**src/common/mdsp_pkg.sv**
```systemverilog
package mdsp_pkg;

  // ------------------------------------------------------------------
  // Register map (byte addresses on the plain register port)
  // ------------------------------------------------------------------
  localparam logic [7:0] ADDR_CTRL = 8'h00;
  localparam logic [7:0] ADDR_STATUS = 8'h04;
  localparam logic [7:0] ADDR_TXDATA = 8'h08;
  localparam logic [7:0] ADDR_RXDATA = 8'h0C;
  localparam logic [7:0] ADDR_CMD = 8'h10;

  // Control register fields.
  localparam int CTRL_STN_LSB = 0;
  localparam int CTRL_BAUD_LSB = 4;
  localparam int CTRL_PAR_LSB = 8;
  localparam int CTRL_CARD_BIT = 10;
  localparam logic [3:0] STN_RESET = 4'h0;
  localparam logic [2:0] BAUD_RESET = 3'h5;
  localparam logic [1:0] PAR_RESET = 2'h0;

  // Status register bits.
  localparam int STAT_ONLINE_BIT = 0;
  localparam int STAT_RXVALID_BIT = 1;
  localparam int STAT_TXBUSY_BIT = 2;
  localparam int STAT_OVERRUN_BIT = 3;
  localparam int STAT_REPLY_BIT = 4;

  // Transmit data register: bit 8 marks the last character of a reply.
  localparam int TXDATA_LAST_BIT = 8;

  // Command register bits, each acts once per write.
  localparam int CMD_RELEASE_BIT = 0;
  localparam int CMD_STEP_BAUD_BIT = 1;
  localparam int CMD_STEP_PAR_BIT = 2;
  localparam int CMD_CLR_OVR_BIT = 3;

  // ------------------------------------------------------------------
  // Character format and line timing
  // ------------------------------------------------------------------
  localparam int CHAR_BITS = 7;
  localparam logic [3:0] TX_BITS_AFTER_START = 4'h9;
  localparam logic [2:0] RX_PARITY_SLOT = 3'h7;
  localparam logic [6:0] ASCII_CR = 7'h0D;
  localparam logic [6:0] ASCII_ZERO = 7'h30;
  localparam logic [3:0] STN_TENS = 4'hA;
  localparam int BAUD_COUNT = 6;
  localparam logic [2:0] BAUD_LAST = 3'h5;
  localparam int unsigned BAUD_RATE [0:5] = '{300, 600, 1200, 2400, 4800, 9600};
  localparam int CNT_W = 18;
  localparam int unsigned CLK_HZ_DEFAULT = 50000000;

  typedef enum logic [1:0] {
    PAR_EVEN = 2'b00,
    PAR_ODD = 2'b01,
    PAR_MARK = 2'b10,
    PAR_SPACE = 2'b11
  } parity_e;

  typedef enum logic [1:0] {
    RX_IDLE = 2'b00,
    RX_START = 2'b01,
    RX_DATA = 2'b10,
    RX_STOP = 2'b11
  } rx_state_e;

endpackage

```
**src/rtl/pin_sync3.sv**
```systemverilog
// ------------------------------------------------------------------
// Three-stage input synchroniser with agreement filter
// ------------------------------------------------------------------
module pin_sync3 #(
  parameter logic IDLE_LEVEL = 1'b1
) (
  input wire logic ref_clk_i,
  input wire logic sys_rst_i,
  input wire logic ce_i,
  input wire logic pin_i,
  output logic level_o
);

  logic meta_ff;
  logic s2_ff;
  logic s3_ff;
  logic level_ff;

  // The first stage feeds only the second; the level follows once stages two and three agree.
  always_ff @(posedge ref_clk_i) begin
    if (sys_rst_i) begin
      meta_ff <= IDLE_LEVEL;
      s2_ff <= IDLE_LEVEL;
      s3_ff <= IDLE_LEVEL;
      level_ff <= IDLE_LEVEL;
    end else if (ce_i) begin
      meta_ff <= pin_i;
      s2_ff <= meta_ff;
      s3_ff <= s2_ff;
      if (s2_ff == s3_ff) begin
        level_ff <= s3_ff;
      end
    end
  end

  assign level_o = level_ff;

endmodule

```
**src/rtl/bit_timer.sv**
```systemverilog
// ------------------------------------------------------------------
// Bit interval timer: pulses after a first interval, then each period
// ------------------------------------------------------------------
module bit_timer #(
  parameter int W = 18
) (
  input wire logic ref_clk_i,
  input wire logic sys_rst_i,
  input wire logic ce_i,
  input wire logic run_i,
  input wire logic [W-1:0] first_i,
  input wire logic [W-1:0] period_i,
  output logic tick_o
);

  logic [W-1:0] cnt_ff;
  logic [W-1:0] nxt_cnt;
  logic expire;

  // The counter is preloaded while stopped so the first tick lands after first_i cycles.
  assign expire = run_i && (cnt_ff <= W'(1));
  assign nxt_cnt = !run_i ? first_i : (expire ? period_i : cnt_ff - W'(1));
  assign tick_o = expire;

  always_ff @(posedge ref_clk_i) begin
    if (sys_rst_i) begin
      cnt_ff <= '0;
    end else if (ce_i) begin
      cnt_ff <= nxt_cnt;
    end
  end

endmodule

```
**src/rtl/multidrop_serial_port.sv**
```systemverilog
// How it works
// - start, seven data, parity, stop: ten bits.
// - station number register holds zero through fifteen.
// - nonzero station stays silent until number received.
// - carriage return ends session after reply sent.
// - station zero is always on line.
// - six baud rates, stepping wraps to first.
// - even or odd parity counts the ones.
// - mark sends one, space sends zero.
// - received parity bit is ignored entirely.
// - only the serial card choice takes effect.
module multidrop_serial_port #(
  parameter int unsigned CLK_HZ = mdsp_pkg::CLK_HZ_DEFAULT
) (
  input wire logic ref_clk_i,
  input wire logic sys_rst_i,
  input wire logic ce_i,
  input wire logic [7:0] addr_i,
  input wire logic [31:0] wdata_i,
  input wire logic wr_i,
  input wire logic rd_i,
  output logic [31:0] rdata_o,
  input wire logic rxd_i,
  output logic txd_o,
  output logic txd_oe_n_o
);

  localparam int W = mdsp_pkg::CNT_W;

  // ------------------------------------------------------------------
  // Bit period table
  // ------------------------------------------------------------------

  // Cycles per bit for each selectable rate, derived from the clock rate.
  logic [W-1:0] bit_cyc [0:mdsp_pkg::BAUD_COUNT-1];

  for (genvar gi = 0; gi < mdsp_pkg::BAUD_COUNT; gi++) begin : g_rate
    assign bit_cyc[gi] = W'(CLK_HZ / mdsp_pkg::BAUD_RATE[gi]);
  end

  // ------------------------------------------------------------------
  // State declarations
  // ------------------------------------------------------------------
  logic [3:0] stn_ff;
  logic [2:0] baud_sel_ff;
  logic [1:0] par_mode_ff;
  logic online_ff;
  logic reply_pend_ff;
  logic release_req_ff;
  logic rx_valid_ff;
  logic overrun_ff;
  logic [6:0] rx_char_ff;
  logic [6:0] rx_hold_ff;
  logic [6:0] prev_char_ff;
  logic [2:0] rx_cnt_ff;
  mdsp_pkg::rx_state_e rx_state_ff;
  mdsp_pkg::rx_state_e nxt_rx_state;
  logic tx_busy_ff;
  logic tx_line_ff;
  logic [8:0] tx_sr_ff;
  logic [3:0] tx_left_ff;
  logic [31:0] rdata_ff;

  // ------------------------------------------------------------------
  // Register port decode
  // ------------------------------------------------------------------
  logic wr_ctrl;
  logic wr_tx;
  logic wr_cmd;
  logic rd_rx;
  logic [2:0] wr_baud;
  logic [2:0] baud_step;
  logic [1:0] par_step;

  assign wr_ctrl = wr_i && (addr_i == mdsp_pkg::ADDR_CTRL);
  assign wr_tx = wr_i && (addr_i == mdsp_pkg::ADDR_TXDATA);
  assign wr_cmd = wr_i && (addr_i == mdsp_pkg::ADDR_CMD);
  assign rd_rx = rd_i && (addr_i == mdsp_pkg::ADDR_RXDATA);

  // A written rate index past the last rate lands on the first one.
  assign wr_baud = wdata_i[mdsp_pkg::CTRL_BAUD_LSB +: 3];
  assign baud_step = (baud_sel_ff == mdsp_pkg::BAUD_LAST) ? 3'h0 : baud_sel_ff + 3'h1;
  assign par_step = par_mode_ff + 2'h1;

  // ------------------------------------------------------------------
  // Configuration registers
  // ------------------------------------------------------------------

  // Station, rate and parity; the card field is not stored since only serial exists.
  always_ff @(posedge ref_clk_i) begin
    if (sys_rst_i) begin
      stn_ff <= mdsp_pkg::STN_RESET;
      baud_sel_ff <= mdsp_pkg::BAUD_RESET;
      par_mode_ff <= mdsp_pkg::PAR_RESET;
    end else if (ce_i) begin
      if (wr_ctrl) begin
        stn_ff <= wdata_i[mdsp_pkg::CTRL_STN_LSB +: 4];
        baud_sel_ff <= (wr_baud > mdsp_pkg::BAUD_LAST) ? 3'h0 : wr_baud;
        par_mode_ff <= wdata_i[mdsp_pkg::CTRL_PAR_LSB +: 2];
      end else if (wr_cmd) begin
        if (wdata_i[mdsp_pkg::CMD_STEP_BAUD_BIT]) begin
          baud_sel_ff <= baud_step;
        end
        if (wdata_i[mdsp_pkg::CMD_STEP_PAR_BIT]) begin
          par_mode_ff <= par_step;
        end
      end
    end
  end

  logic [W-1:0] bit_period;
  logic [W-1:0] half_period;

  assign bit_period = bit_cyc[baud_sel_ff];
  assign half_period = bit_period >> 1;

  // ------------------------------------------------------------------
  // Receive path
  // ------------------------------------------------------------------
  logic rx_level;
  logic rx_tick;
  logic rx_done;

  pin_sync3 #(
    .IDLE_LEVEL(1'b1)
  ) u_rx_sync (
    .ref_clk_i(ref_clk_i),
    .sys_rst_i(sys_rst_i),
    .ce_i(ce_i),
    .pin_i(rxd_i),
    .level_o(rx_level)
  );

  bit_timer #(
    .W(W)
  ) u_rx_timer (
    .ref_clk_i(ref_clk_i),
    .sys_rst_i(sys_rst_i),
    .ce_i(ce_i),
    .run_i(rx_state_ff != mdsp_pkg::RX_IDLE),
    .first_i(half_period),
    .period_i(bit_period),
    .tick_o(rx_tick)
  );

  // Frame walker: mid-start check, seven data, a parity slot, then stop.
  always_comb begin
    nxt_rx_state = rx_state_ff;
    case (rx_state_ff)
      mdsp_pkg::RX_IDLE: begin
        if (!rx_level) begin
          nxt_rx_state = mdsp_pkg::RX_START;
        end
      end
      mdsp_pkg::RX_START: begin
        if (rx_tick) begin
          nxt_rx_state = rx_level ? mdsp_pkg::RX_IDLE : mdsp_pkg::RX_DATA;
        end
      end
      mdsp_pkg::RX_DATA: begin
        if (rx_tick && (rx_cnt_ff == mdsp_pkg::RX_PARITY_SLOT)) begin
          nxt_rx_state = mdsp_pkg::RX_STOP;
        end
      end
      mdsp_pkg::RX_STOP: begin
        if (rx_tick) begin
          nxt_rx_state = mdsp_pkg::RX_IDLE;
        end
      end
      default: begin
        nxt_rx_state = mdsp_pkg::RX_IDLE;
      end
    endcase
  end

  // A character is complete when the stop slot reads high; a low stop drops it.
  assign rx_done = (rx_state_ff == mdsp_pkg::RX_STOP) && rx_tick && rx_level;

  // Data bits arrive least significant first; the parity slot is sampled into nothing.
  always_ff @(posedge ref_clk_i) begin
    if (sys_rst_i) begin
      rx_state_ff <= mdsp_pkg::RX_IDLE;
      rx_cnt_ff <= 3'h0;
      rx_char_ff <= 7'h00;
    end else if (ce_i) begin
      rx_state_ff <= nxt_rx_state;
      if (rx_state_ff != mdsp_pkg::RX_DATA) begin
        rx_cnt_ff <= 3'h0;
      end else if (rx_tick) begin
        rx_cnt_ff <= rx_cnt_ff + 3'h1;
        if (rx_cnt_ff != mdsp_pkg::RX_PARITY_SLOT) begin
          rx_char_ff <= {rx_level, rx_char_ff[6:1]};
        end
      end
    end
  end

  // ------------------------------------------------------------------
  // Station addressing
  // ------------------------------------------------------------------
  logic stn_zero;
  logic online;
  logic [6:0] tens_char;
  logic [6:0] units_char;
  logic stn_match;
  logic got_cr;

  // Station zero counts as on line at all times.
  assign stn_zero = (stn_ff == 4'h0);
  assign online = stn_zero || online_ff;

  // The station number is recognised as two ASCII digits, tens then units.
  assign tens_char = (stn_ff >= mdsp_pkg::STN_TENS) ? mdsp_pkg::ASCII_ZERO + 7'h01
                                                     : mdsp_pkg::ASCII_ZERO;
  assign units_char = mdsp_pkg::ASCII_ZERO + {3'h0, (stn_ff >= mdsp_pkg::STN_TENS)
                                               ? stn_ff - mdsp_pkg::STN_TENS : stn_ff};
  assign stn_match = (prev_char_ff == tens_char) && (rx_char_ff == units_char);
  assign got_cr = rx_char_ff == mdsp_pkg::ASCII_CR;

  // ------------------------------------------------------------------
  // Transmit path
  // ------------------------------------------------------------------
  logic tx_tick;
  logic tx_accept;
  logic tx_parity;
  logic [6:0] tx_char;
  logic go_offline;

  bit_timer #(
    .W(W)
  ) u_tx_timer (
    .ref_clk_i(ref_clk_i),
    .sys_rst_i(sys_rst_i),
    .ce_i(ce_i),
    .run_i(tx_busy_ff),
    .first_i(bit_period),
    .period_i(bit_period),
    .tick_o(tx_tick)
  );

  // A character is sent only while on line, idle, and not after the reply was closed.
  assign tx_accept = wr_tx && online && !tx_busy_ff && !release_req_ff;
  assign tx_char = wdata_i[6:0];

  // Parity bit per mode.
  always_comb begin
    case (mdsp_pkg::parity_e'(par_mode_ff))
      mdsp_pkg::PAR_EVEN: tx_parity = ^tx_char;
      mdsp_pkg::PAR_ODD: tx_parity = ~^tx_char;
      mdsp_pkg::PAR_MARK: tx_parity = 1'b1;
      mdsp_pkg::PAR_SPACE: tx_parity = 1'b0;
      default: tx_parity = 1'b0;
    endcase
  end

  // The start bit goes out at once; each tick shifts the next bit, stop last.
  always_ff @(posedge ref_clk_i) begin
    if (sys_rst_i) begin
      tx_busy_ff <= 1'b0;
      tx_line_ff <= 1'b1;
      tx_sr_ff <= 9'h1FF;
      tx_left_ff <= 4'h0;
    end else if (ce_i) begin
      if (tx_accept) begin
        tx_busy_ff <= 1'b1;
        tx_line_ff <= 1'b0;
        tx_sr_ff <= {1'b1, tx_parity, tx_char};
        tx_left_ff <= mdsp_pkg::TX_BITS_AFTER_START;
      end else if (tx_busy_ff && tx_tick) begin
        if (tx_left_ff == 4'h0) begin
          tx_busy_ff <= 1'b0;
          tx_line_ff <= 1'b1;
        end else begin
          tx_line_ff <= tx_sr_ff[0];
          tx_sr_ff <= {1'b1, tx_sr_ff[8:1]};
          tx_left_ff <= tx_left_ff - 4'h1;
        end
      end
    end
  end

  // The shared line is driven only during a character.
  assign txd_o = tx_line_ff;
  assign txd_oe_n_o = !tx_busy_ff;

  // ------------------------------------------------------------------
  // Session control
  // ------------------------------------------------------------------
  logic release_now;

  // After a carriage return, the session closes once the reply is marked done and sent.
  assign release_now = (wr_tx && tx_accept && wdata_i[mdsp_pkg::TXDATA_LAST_BIT])
                       || (wr_cmd && wdata_i[mdsp_pkg::CMD_RELEASE_BIT]);
  assign go_offline = release_req_ff && !tx_busy_ff;

  always_ff @(posedge ref_clk_i) begin
    if (sys_rst_i) begin
      online_ff <= 1'b0;
      reply_pend_ff <= 1'b0;
      release_req_ff <= 1'b0;
      prev_char_ff <= 7'h00;
    end else if (ce_i) begin
      if (rx_done) begin
        prev_char_ff <= rx_char_ff;
      end
      if (stn_zero) begin
        online_ff <= 1'b0;
        reply_pend_ff <= 1'b0;
        release_req_ff <= 1'b0;
      end else if (go_offline) begin
        online_ff <= 1'b0;
        reply_pend_ff <= 1'b0;
        release_req_ff <= 1'b0;
      end else begin
        if (rx_done && !online_ff && stn_match) begin
          online_ff <= 1'b1;
        end
        if (rx_done && online_ff && got_cr) begin
          reply_pend_ff <= 1'b1;
        end
        if (release_now && (reply_pend_ff || (rx_done && online_ff && got_cr))) begin
          release_req_ff <= 1'b1;
        end
      end
    end
  end

  // ------------------------------------------------------------------
  // Receive holding register
  // ------------------------------------------------------------------
  logic rx_deliver;

  // Only characters heard while on line reach software; a new one beats a read clear.
  assign rx_deliver = rx_done && online;

  always_ff @(posedge ref_clk_i) begin
    if (sys_rst_i) begin
      rx_valid_ff <= 1'b0;
      overrun_ff <= 1'b0;
      rx_hold_ff <= 7'h00;
    end else if (ce_i) begin
      if (rx_deliver) begin
        rx_hold_ff <= rx_char_ff;
        rx_valid_ff <= 1'b1;
      end else if (rd_rx) begin
        rx_valid_ff <= 1'b0;
      end
      if (rx_deliver && rx_valid_ff && !rd_rx) begin
        overrun_ff <= 1'b1;
      end else if (wr_cmd && wdata_i[mdsp_pkg::CMD_CLR_OVR_BIT]) begin
        overrun_ff <= 1'b0;
      end
    end
  end

  // ------------------------------------------------------------------
  // Read data
  // ------------------------------------------------------------------
  logic [31:0] ctrl_word;
  logic [31:0] status_word;
  logic [31:0] rd_mux;

  // The card field always reads as serial; a parallel request has no effect.
  assign ctrl_word = {21'h0, 1'b1, par_mode_ff, 1'b0, baud_sel_ff, stn_ff};
  assign status_word = {27'h0, reply_pend_ff, overrun_ff, tx_busy_ff, rx_valid_ff, online};
  assign rd_mux = (addr_i == mdsp_pkg::ADDR_CTRL) ? ctrl_word :
                  (addr_i == mdsp_pkg::ADDR_STATUS) ? status_word :
                  (addr_i == mdsp_pkg::ADDR_RXDATA) ? {25'h0, rx_hold_ff} : 32'h0;

  // Read data stands for exactly the cycle after the strobe.
  always_ff @(posedge ref_clk_i) begin
    if (sys_rst_i) begin
      rdata_ff <= 32'h0;
    end else if (ce_i) begin
      rdata_ff <= rd_i ? rd_mux : 32'h0;
    end
  end

  assign rdata_o = rdata_ff;

endmodule

```
**config.mk**
```make
export PLATFORM = sky130hd
export DESIGN_NAME = multidrop_serial_port
export DESIGN_NICKNAME = d
export VERILOG_FILES = /design/src/common/mdsp_pkg.sv /design/src/rtl/pin_sync3.sv /design/src/rtl/bit_timer.sv /design/src/rtl/multidrop_serial_port.sv
export SDC_FILE = /design/constraint.sdc
export NUM_CORES = 1
export LEC_CHECK = 0
export ABC_CLOCK_PERIOD_IN_PS = 4300
export BUFFER_PORTS_ARGS = -buffer_cell sky130_fd_sc_hd__buf_4
export CORE_AREA = 2 2 131 133
export CTS_CLUSTER_DIAMETER = 30
export DETAILED_ROUTE_END_ITERATION = 6
export DIE_AREA = 0 0 133 135
export GPL_TIMING_DRIVEN = 0
export SYNTH_ARGS = -nofsm -noshare
export SYNTH_HDL_FRONTEND = slang
export SYNTH_SLANG_ARGS = --single-unit
export TNS_END_PERCENT = 30
```
**constraint.sdc**
```tcl
create_clock -name ref_clk_i -period 4.3 [get_ports ref_clk_i]
set_input_delay 0.215 -clock ref_clk_i [delete_from_list [all_inputs] [get_ports ref_clk_i]]
set_output_delay 0.215 -clock ref_clk_i [all_outputs]
set_load 0.03 [all_outputs]
```
After elaboration in Yosys (flattened, before gate mapping) --
Memory sizes are Yosys's and may differ from the RTL's. Cells that the tools add are included.
Operators by class: add/sub/neg operators 8, order comparisons 5, equality and inequality tests 23, muxes and demuxes 54, bitwise operators 2, reductions and logical operators 70
Operator list (count):
- 2-to-1 mux 18 bit | 6
- less-or-equal comparator 18 x 1 -> 1 bit, second input constant | 2
- subtractor 18 x 1 -> 18 bit, second input constant | 2
- logical AND 1 bit | 27
- 2-to-1 mux 9 bit | 3
- 2-to-1 mux 11 bit | 2
- AND reduction 2 bit | 11
- 2-to-1 mux 3 bit | 7
- 2-to-1 mux 1 bit | 20
- nonzero test 2 bit | 9
- == test 8 x 4 -> 1 bit, second input constant | 2
- 2-to-1 mux 2 bit | 8
- 2-to-1 mux 4 bit | 4
- 2-to-1 mux 7 bit | 2
- != test 2 bit, second input constant | 6
- AND reduction 3 bit | 4
- nonzero test 3 bit | 3
- == test 2 bit, second input constant | 4
- == test 8 x 3 -> 1 bit, second input constant | 1
- == test 8 x 5 -> 1 bit, second input constant | 1
- greater-or-equal comparator 4 bit, second input constant | 2
- logical NOT 4 bit | 2
- logical NOT 8 bit | 1
- one-hot mux 2 bit (4 select lines) | 1
- 23 further kinds | 32
Storage, ports and cells: bits in registers 127, bits in read-only memories 144, bits of input ports 46, logic and storage cells 187, memories 1
Memories:
- (name not given) | words 8, bits a word 18, read ports 1, clocked after memory_dff 0, wr ports 0, line multidrop_serial_port.sv:114 | assign bit_period = bit_cyc[baud_sel_ff];

Logic depth before layout (Yosys ltp) --
Gate-level depths: netlist of the first run.
depth after elaboration 12, mapped depth 9, gate-level depth less buffers 7

Modules after synthesis --
From an unflattened synthesis of the first run, not the netlist that was laid out.
Second synthesis, totals: cell total of the unflattened synthesis 734, area, all modules 6165.9 um2
By module, submodules not included:
- multidrop_serial_port | times used 1, cells each 411, area an instance 3508.4 um2, seq. area each 1281.2 um2
- bit_timer | times used 2, cells each 154, area an instance 1255.0 um2, seq. area each 360.3 um2
- pin_sync3 | times used 1, cells each 15, area an instance 147.6 um2, seq. area each 80.1 um2

Worst setup path after synthesis of the first run --
No wires, ideal clock.
path type reg2reg, start reg u_tx_timer.cnt_ff[0], end reg u_tx_timer.cnt_ff[14], library setup time 0.117 ns, arrival time 2.002 ns, slack 2.180 ns, cell stages (with the launch flop) 10, buffers on the path 2, period minus slack after synthesis 2.120 ns, cell sequence dfxtp_1 inv_1 ha_1 clkbuf_1 o21bai_1 nor2_1 a21oi_1 clkbuf_1 o21ai_0 a32o_1
On the way: longest elaborated chain between the ends 4, elaborated cells on any way between the ends 5, classes of those cells 1 x add/sub; 1 x order compare; 2 x mux; 1 x reduce/logical
Ends and longest elaborated chain:
- start, declared | line bit_timer.sv:16 | logic [W-1:0] cnt_ff;
- start signal, assigned | line bit_timer.sv:29 | cnt_ff <= nxt_cnt;
- less-or-equal comparator 18 x 1 -> 1 bit | line bit_timer.sv:21 | assign expire = run_i && (cnt_ff <= W'(1));
- logical AND 1 bit | line bit_timer.sv:21
- 2-to-1 mux 18 bit * (2 in a row) | line bit_timer.sv:22 | assign nxt_cnt = !run_i ? first_i : (expire ? period_i : cnt_ff - W'(1));
Every way passes the cells marked *; elsewhere a longest branch is shown, timed or not. A chain may end at the register's enable or synchronous reset.

Worst setup path after layout of the first run --
Ends and elaborated chain as after synthesis.

==> summary.md, run 1 <==
| Metric | Value |
|---|---|
| CP required | 4560 ps |
| Final period demand of the worst path | 2700 ps |
| Top FF cell, synth | dfxtp_1 |
| FF/Latch Area | roughly 2100 um2 |
| I/O Pins | 80 |
| Final Hold Viols | 0 |
| Skew-Pair Late Insertion Delay | 370 ps |
| CP Launch Type | flop |
| Initial antenna violation count | 0 |
| Largest net degree at the start of global routing | 22 |
| Setup Crit Path Kind | reg2reg |
| Setup violators final | 0 |
| Congestion Overflow GR | 0 |
| Post-route ant nets | 0 |
| Number of global-route vias before repair | 5646 |
| Core Box Area | 16400 um2 |
| Area grow syn2layout | 14.1% |
| Area contributors post-synth | dfxtp_1, mux2i_1, nor2_1 |
| Register area share after synthesis | 32.9% |
| HP Class | in2reg |
| Crit. End Element | flop |
| Hold Path End | u_rx_sync.meta_ff |
| Mapped Avg Cell Area | 8.26 um2 |
| Htree depth | 3 |
| Power Density | 297 nW/um2 |
| Post-synth EDFFs | 0 |
| Initial DRT Pass Iterations | 5 |
| Initial core utilization | between 30% and 40% |
| Multi-input logic area | between 3000 and 4000 um2 |
| Worst slew pin tran | 798 ps |
| Slew margin rel. | 46.7% |
| Final Cycle Share | 62.9% |
| FF-to-FF End | u_tx_timer.cnt_ff[14] |
| Internal | about 1.5 mW |
| DR vias/cell | 5.72 |
| Post-synthesis cell area | 6340 um2 |
| Clock root cell | clkbuf_16 |
| Post-DR wirelength/cell | 18.5 um |
| Number of fillers in the final layout | 1687 |
| Net switching power | 658 uW |
| PostCTS Resize Cnt | 0 |
| Synth cell count leaders | dfxtp_1, nor2_1, nand2_1 |
| Vias | 6039 |
| Hold Startpoint | rxd_i |
| First-pass GRT wire length | roughly 31000 um |
| Placement Cell Area | approximately 6900 um2 |
| Sw frac | 30.6% |
| Max Root-Sink Buffers | 2 |
| Worst path arrival time | 2970 ps |
| GPL Wtd Cong | 0.958 |
| Crit-path max cell delay | 540 ps |
| Flop-to-flop setup slack | 1600 ps |
| Final Instance Area | 7230 um2 |
| Worst path slowest cell | clkbuf_1 |
| Die Span Y | 135 um |
| Share of post-route cells with drive strength above 1 | 12.7% |
| Port bufs | 31 |
| RSZ-0062 raised after global routing | no |
| CTS Buf Count | 9 |
| Worst Skew | 9.80 ps |
| Clock group share of total power | 40.1% |
| Logic gate share of total power | between 10 and 15% |
| Synth Register Bits | 104 |
| TritonCTS clock tree | yes |
| R2R cell count | 9 |
| Post-CTS Setup Bufs | 0 |
| Clock-pin transition on the worst setup and hold timing paths | 80 ps |
| Nets | between 800 and 900 |
| Most common cell on crit path | clkbuf_1 |
| Max-Cap Viols | 0 |
| Die Area | 18000 um2 |
| HPWL Detailed | 14100 um |
| # DRC | 0 |
| Min-Delay Path Depth | 3 |
| Hold-fix buffers, CTS | 0 |
| Sink Count | 104 |
| Yosys top cell by area | dfxtp_1 |
| Synthesized instance count | 767 |
| Routed WL | 19500 um |
| Num rows | 47 |
| Max Fanout on Critical Path | 10 |
| Fin. max-slew vios | 0 |
| Antenna cell count | 0 |
| GR Util All Layers | 22.1% |
| FMAX | approximately 370 MHz |
| Ys Warns | 0 |
| Iter 0 DRT Violations | 629 |
| Yosys top cell area share | 32.9% |
| Crit-path cells | inv_1 -> ha_1 -> clkbuf_1 -> o21bai_1 -> nor2_1 -> a21oi_1 -> clkbuf_1 -> o21ai_0 -> a32o_1 |
| Post-synthesis async set-or-reset flop share | 0% |
| Die Wd | 133 um |
| Library cells used by synthesis | 84 |
| Worst r2r src | u_tx_timer.cnt_ff[0] |
| Worst vdd ir | roughly 0.00025 V |
| Sequential Power Share | 46.2% |
| Leakage | roughly 2.8 nW |
| Status | finished clean |
| Top-count cell post-synth | dfxtp_1 |
| Final setup TNS | 0 ps |
sequential cells by signal, summed over array words and instances (netlist names), 2 cells and up, named ones only:
name	count
baud_sel_ff	3
par_mode_ff	2
prev_char_ff	7
rdata_o	10
rx_char_ff	7
rx_cnt_ff	3
rx_hold_ff	7
stn_ff	4
tx_left_ff	4
tx_sr_ff	8
u_rx_timer.cnt_ff	18
u_tx_timer.cnt_ff	18
kinds of logic after synthesis:
family                   after synthesis  synth area share, %
AO/OA/AOI/OAI                        201                 22.2
XOR/XNOR                              14                 1.93
buffers and inverters                100                 7.76
other                                  1               0.0592
AND/OR/NAND/NOR                      278                 23.7
adder cells (fa/ha/maj)               14                 2.76
flip-flops                           104                 32.9
multiplexers                          55                 8.75
power by group through the flow:
stage                     combinational, mW  sequential, mW  clock [mW]
after floorplan                       0.203            1.01           0
after global placement                0.287            1.02           0
after detailed placement              0.287            1.02           0
after CTS                             0.288           0.993       0.873
after global routing                  0.316           0.996       0.911
final                                 0.292           0.994       0.863
per-stage QoR:
stage	setup WS [ps]	total power [mW]	instances	util, %	hold WS (ps)
after floorplan	2180	1.22	788	-	343
final	1600	2.15	1055	44.1	63.1
after detailed placement	1600	1.30	1039	42.2	439
after global routing	1280	2.22	1055	44.1	67.8
after global placement	1610	1.30	1039	42.2	438
after CTS	1580	2.15	1055	44.1	58.1
cell usage in the layout (no fill, tap or decap), types with 10 or more instances in the layout:
| master | synthesis | routed |
|---|---|---|
| nor4_1 | 10 | 10 |
| nand2b_1 | 10 | 10 |
| buf_4 | 23 | 54 |
| ha_1 | 14 | 14 |
| nor3_1 | 21 | 21 |
| a21oi_1 | 43 | 43 |
| inv_1 | 25 | 25 |
| o21ai_0 | 37 | 37 |
| conb_1 | 1 | 22 |
| clkbuf_1 | 40 | 40 |
| nor2b_1 | 11 | 11 |
| a31oi_1 | 14 | 14 |
| mux2i_1 | 52 | 52 |
| a211oi_1 | 16 | 16 |
| nor2_1 | 88 | 88 |
| dfxtp_1 | 104 | 104 |
| xnor2_1 | 10 | 10 |
| nand2_1 | 59 | 59 |
| nand3_1 | 14 | 14 |
metal layers:
layer | track usage [%] | vias to the layer above | share of wire, %
li1 | - | 2913 | -
met1 | 29.7 | 2885 | 46
met2 | 35.3 | 206 | 45
met3 | 4.80 | 35 | 6.6
met4 | 7.53 | 0 | 1.9
met5 | 0 | - | 0
area by class of cell:
cell class / instances / share of cell area (%)
multi-input cells: 584 / 53.1
flip-flops and latches: 104 / 28.8
plain buffers: 74 / 5.45
well taps: 220 / 3.81
repair buffers: 31 / 3.22
clock buffers: 9 / 3.11
inverters: 26 / 1.35
clock inverters: 7 / 1.14
critical path, delay by kind of cell (launching register included):
kind,cells,cell delay [ps]
AOI/OAI and AO/OA,4,960
and+or+nand+nor,1,140
DFF,1,440
adders and majority gates,1,190
buffers and inverters,3,870
worst max-delay path by stage:
stage	depth (start not counted)	to	slack, ps	from
2_1_floorplan	9	u_tx_timer.cnt_ff[14]	2180	u_tx_timer.cnt_ff[0]
3_3_place_gp	9	u_rx_timer.cnt_ff[15]	1610	u_rx_timer.cnt_ff[0]
3_5_place_dp	9	u_rx_timer.cnt_ff[15]	1600	u_rx_timer.cnt_ff[0]
4_1_cts	9	u_rx_timer.cnt_ff[15]	1580	u_rx_timer.cnt_ff[0]
5_1_grt	9	u_rx_timer.cnt_ff[15]	1280	u_rx_timer.cnt_ff[0]
6_report	9	u_tx_timer.cnt_ff[14]	1600	u_tx_timer.cnt_ff[0]
Note: power is estimated with default switching activity, not from simulation.
==> run 2: changes to the inputs <==
--- a/config.mk
+++ b/config.mk
@@ -5,7 +5,7 @@
 export SDC_FILE = /design/constraint.sdc
 export NUM_CORES = 1
 export LEC_CHECK = 0
-export ABC_CLOCK_PERIOD_IN_PS = 4300
+export ABC_CLOCK_PERIOD_IN_PS = 2500
 export BUFFER_PORTS_ARGS = -buffer_cell sky130_fd_sc_hd__buf_4
 export CORE_AREA = 2 2 131 133
 export CTS_CLUSTER_DIAMETER = 30
==> constraint.sdc (replaced) <==
create_clock -name ref_clk_i -period 2.5 [get_ports ref_clk_i]
set_input_delay 0.125 -clock ref_clk_i [delete_from_list [all_inputs] [get_ports ref_clk_i]]
set_output_delay 0.125 -clock ref_clk_i [all_outputs]
set_load 0.03 [all_outputs]
==> run 2 against run 1 <==
Effect of this change:
- design area is 0.71% higher
- critical path depth stayed put
- first-iteration DRC count is 5.6% lower
- via count is 0.60% higher
- combinational power is 77% higher
- clock skew is 1.4 ps higher
- worst setup slack worse by 1500 ps
- clock-buffer cell count stayed put
- global-route usage is 0.064 points higher
- flip-flop and latch count stayed put
- sequential share of layout area is 0.20 points lower
==> summary.md, run 2 (synthesis gave the netlist of run 1 again) <==
| Metric | Value |
|---|---|
| Largest net degree at the start of global routing | 22 |
| Initial DRT Pass Iterations | 5 |
| Number of fillers in the final layout | 1681 |
| RSZ-0062 raised after global routing | yes |
| Total power | 3.71 mW |
| Max-Cap Viols | 0 |
| First-pass GRT wire length | between 30000 and 40000 um |
| Fin util | 44.4% |
| Hold slack | 51.9 ps |
| Skew-Pair Late Insertion Delay | between 300 and 400 ps |
| Setup Crit Path Kind | reg2reg |
| Routed WL | 19700 um |
| Leakage | 2.84 nW |
| Die Wd | 133 um |
| Worst vdd ir | 0.000427 V |
| Sink Count | 104 |
| Power Density | 510 nW/um2 |
| Slew margin rel. | between 40% and 50% |
| Fin. max-slew vios | 0 |
| Num rows | 47 |
| Congestion Overflow GR | 0 |
| Die Span Y | 135 um |
| Status | finished clean |
| Iter 0 DRT Violations | between 500 and 600 |
| Highest-count cells in the layout ignoring fill and taps | dfxtp_1, nor2_1, nand2_1, buf_4, mux2i_1 |
| Core Box Area | 16400 um2 |
| GPL Wtd Cong | 0.958 |
| Vias | 6075 |
| Commonest non-fill, non-tap cell in the layout | dfxtp_1 |
| Die Area | 18000 um2 |
| Nets | 892 |
| Number of global-route vias before repair | 5658 |
| Worst path arrival time | about 2600 ps |
| Worst Skew | 11.2 ps |
| Initial antenna violation count | 0 |
| CTS Buf Count | 9 |
| HPWL Detailed | 14100 um |
| TritonCTS clock tree | yes |
| Post-route ant nets | 0 |
| Final Hold Viols | 0 |
| DR vias/cell | around 5.7 |
| Clock root cell | clkbuf_16 |
| Clock-pin transition on the worst setup and hold timing paths | 80 ps |
| Worst slew pin tran | approximately 760 ps |
| # DRC | 0 |
| Crit. End Element | flop |
| Final Cycle Share | 95.7% |
| FMAX | around 420 MHz |
| Share of post-route cells with drive strength above 1 | 13.5% |
| Max Root-Sink Buffers | 2 |
| I/O Pins | 80 |
| Post-DR wirelength/cell | 18.6 um |
| Initial core utilization | 38.6% |
| Area grow syn2layout | 14.9% |
| CP required | roughly 2800 ps |
| Antenna cell count | 0 |
| Max Fanout on Critical Path | 10 |
| HP Class | in2reg |
| Setup violators final | 0 |
| Port bufs | 31 |
| CP Launch Type | flop |
| Htree depth | 3 |
| Final period demand of the worst path | 2390 ps |
| GR Util All Layers | 22.2% |
==> run 2: cell type report <==
cell class                      count  area, um2  share of cell area (%)
Sequential cell                   104       2080                    28.6
Timing Repair Buffer               34        258                    3.54
Multi-Input combinational cell    584       3870                    53.1
Clock buffer                        9        225                    3.09
Clock inverter                      7       82.6                    1.13
Tap cell                          220        275                    3.78
Buffer                             73        395                    5.43
Inverter                           26       97.6                    1.34
==> run 2: worst paths after layout <==
path,startpoint,to,slack (ps),depth (start not counted)
max reg2reg,u_rx_timer.cnt_ff[0],u_rx_timer.cnt_ff[15],110,9
max,u_rx_timer.cnt_ff[0],u_rx_timer.cnt_ff[15],110,9
min,wdata_i[1],stn_ff[1],50,3
min reg2reg,rx_cnt_ff[2],rx_cnt_ff[2],470,2
==> run 2: metrics by stage <==
stage / area [um2] / worst slack (ps) / std cells / TNS (ps)
after floorplan: 6420 / 380 / 788 / 0
after global placement: 6920 / -191 / 1039 / -909
after detailed placement: 6920 / -203 / 1039 / -1050
after CTS: 7250 / 16.2 / 1056 / 0
after global routing: 7280 / -177 / 1057 / -755
final: 7280 / 109 / 1057 / 0
==> run 2: layer usage <==
layer | track usage [%] | wire length (um) | vias to the layer above
li1 | - | - | 2913
met1 | 29.7 | 9170 | 2895
met2 | 35.5 | 8820 | 229
met3 | 4.80 | 1260 | 38
met4 | 7.53 | 415 | 0
met5 | 0 | 0 | -
==> run 2: where the power goes <==
| part | switching (mW) | total, mW | internal (mW) |
|---|---|---|---|
| registers | 0.0318 | 1.71 | 1.68 |
| logic | 0.339 | 0.516 | 0.176 |
| clock network | 0.768 | 1.49 | 0.719 |
| total | 1.14 | 3.71 | 2.57 |
==> run 2: timing repair <==
item | 4_1_cts | 5_1_grt
setup endpoints to repair | 14 | 48
hold endpoints to repair | 1 | 0
hold buffers | 1 | 0
pin swaps | 0 | 1
resized for setup | 5 | 7
buffers inserted | 0 | 2
==> run 2: worst max-delay path: stages, from the launching register on <==
cell,delay [ps]
dfxtp_1,360
inv_1,90
ha_1,140
clkbuf_1,360
o21ba_2,230
clkbuf_2,240
nand3_1,110
o21ai_1,280
a21oi_1,100
a2111oi_0,370
==> run 3: changes to the inputs <==
--- a/config.mk
+++ b/config.mk
@@ -12,6 +12,7 @@
 export DETAILED_ROUTE_END_ITERATION = 6
 export DIE_AREA = 0 0 133 135
 export GPL_TIMING_DRIVEN = 0
+export HOLD_SLACK_MARGIN = 0.08
 export SYNTH_ARGS = -nofsm -noshare
 export SYNTH_HDL_FRONTEND = slang
 export SYNTH_SLANG_ARGS = --single-unit
==> run 3 against run 2 <==
Effect of this change:
- largest cell class unchanged
- clock skew shrank 0.98 ps
- critical path depth is the same
- die area is the same
- design area grew 0.74%
- flip-flop and latch count is the same
- via count grew 1.0%
- critical endpoint unchanged
==> summary.md, run 3 (synthesis gave the netlist of run 1 again) <==
| Metric | Value |
|---|---|
| CTS Buf Count | 9 |
| Htree depth | 3 |
| Die Span Y | 135 um |
| Antenna cell count | 0 |
| Leakage | 2.86 nW |
| I/O Pins | 80 |
| Area grow syn2layout | 15.8% |
| Worst path slowest cell | clkbuf_1 |
| Core Box Area | 16400 um2 |
| Buf/Inv on CP | 3 |
| Hold Startpoint | wdata_i[6] |
| Number of global-route vias before repair | 5673 |
| Clock-pin transition on the worst setup and hold timing paths | 80 ps |
| First-pass GRT wire length | around 32000 um |
| Worst path arrival time | 2670 ps |
| Clock root cell | clkbuf_16 |
| Sink Count | 104 |
| Slew margin rel. | 46.9% |
| FMAX | 414 MHz |
| Worst vdd ir | 0.000427 V |
| Hold slack | 120 ps |
| Share of post-route cells with drive strength above 1 | 13.4% |
| Port bufs | 31 |
| Num rows | between 40 and 50 |
| HP Class | in2reg |
| Routed WL | 19700 um |
| Initial DRT Pass Iterations | 5 |
| CP Launch Type | flop |
| Commonest non-fill, non-tap cell in the layout | dfxtp_1 |
| Worst Skew | 10.2 ps |
| Max-Cap Viols | 0 |
| Crit-path cells | inv_1 -> ha_1 -> clkbuf_1 -> o21ba_2 -> clkbuf_2 -> nand3_1 -> o21ai_1 -> a21oi_1 -> a2111oi_0 |
| DR vias/cell | around 5.8 |
| Max Fanout on Critical Path | 10 |
| Nets | 897 |
| CP required | 2750 ps |
| Setup Crit Path Kind | reg2reg |
| Skew-Pair Late Insertion Delay | 370 ps |
| Max Root-Sink Buffers | 2 |
| Final setup TNS | 0 ps |
| Worst r2r src | u_rx_timer.cnt_ff[0] |
| Final Hold Viols | 0 |
| Post-route ant nets | 0 |
| GR Util All Layers | 22.4% |
| RSZ-0062 raised after global routing | yes |
| Final period demand of the worst path | 2420 ps |
| Crit path max-delay family | compound AO/OA/AOI/OAI gates |
| Die Area | around 18000 um2 |
| Placement Cell Area | 6920 um2 |
| Worst slew pin tran | 796 ps |
| Status | finished clean |
| Highest-count cells in the layout ignoring fill and taps | dfxtp_1, nor2_1, nand2_1, buf_4, mux2i_1 |
| GPL Wtd Cong | between 0.9 and 1 |
| Fin. max-slew vios | 0 |
| TritonCTS clock tree | yes |
| Critical Path Start | u_rx_timer.cnt_ff[0] |
| Final Cycle Share | 96.7% |
| Post-DR wirelength/cell | 18.6 um |
| Power Density | 506 nW/um2 |
| Die Wd | 133 um |
| Vias | 6136 |
| Initial core utilization | 38.6% |
| Iter 0 DRT Violations | 641 |
| Crit. End Element | flop |
| # DRC | 0 |
| Congestion Overflow GR | 0 |
| Crit-path max cell delay | between 300 and 400 ps |
| HPWL Detailed | 14100 um |
| Setup violators final | 0 |
| Final Instance Area | 7340 um2 |
| Largest net degree at the start of global routing | 22 |
| Initial antenna violation count | 0 |
-- run 3: cell types whose count changed in the layout (fill, tap and decap cells not counted), sizes merged --
| cell | change |
|---|---|
| dlygate4sd3 | +5 |
-- run 3: area by class of cell --
type                    count  area, um2
plain buffers              73        399
clock buffers               9        225
clock inverters             7       82.6
fillers                  1679       9070
inverters                  26       97.6
multi-input cells         584       3870
flip-flops and latches    104       2080
well taps                 220        275
repair buffers             39        308
-- run 3: metrics by stage --
stage                     util (%)  cells  total power, mW  setup slack [ps]
final                         44.7   1062             3.71              83.5
after global routing          44.7   1062             3.84              -177
after CTS                     44.5   1061             3.71              16.2
after detailed placement      42.2   1039             2.24              -203
after global placement        42.2   1039             2.24              -191
after floorplan                  -    788             2.09               380
-- run 3: final timing paths --
| kind | cells past startpoint | slack, ps | endpoint |
|---|---|---|---|
| setup / recovery | 9 | 80 | u_rx_timer.cnt_ff[15] |
| hold / removal | 3 | 120 | tx_sr_ff[6] |
| setup reg to reg | 9 | 80 | u_rx_timer.cnt_ff[15] |
| hold reg to reg | 2 | 470 | rx_cnt_ff[2] |
-- run 3: what timing repair did --
item,CTS,global route
pin swaps,0,1
gates resized for setup,5,8
endpoints found under the setup margin,14,48
endpoints found under the hold margin,6,0
hold buffers,6,0
buffers inserted,0,2
-- run 3: worst min-delay path, stage by stage --
cell and delay, ps:
buf_4 130, mux2i_1 80, a21oi_1 110
-- run 3: report_power, final --
part	switching, mW	internal [mW]	total [mW]	leakage, nW
Combinational	0.340	0.181	0.522	1.87
Sequential	0.0317	1.68	1.71	0.843
Clock	0.763	0.719	1.48	0.148
Total	1.13	2.58	3.71	2.86
-- run 3: routing by layer --
layer	vias to the layer above	global-route usage, %	wire length, um
met5	-	0	0
met4	0	7.83	454
met3	48	4.84	1390
met2	256	35.8	8860
met1	2906	29.9	9040
li1	2926	-	-
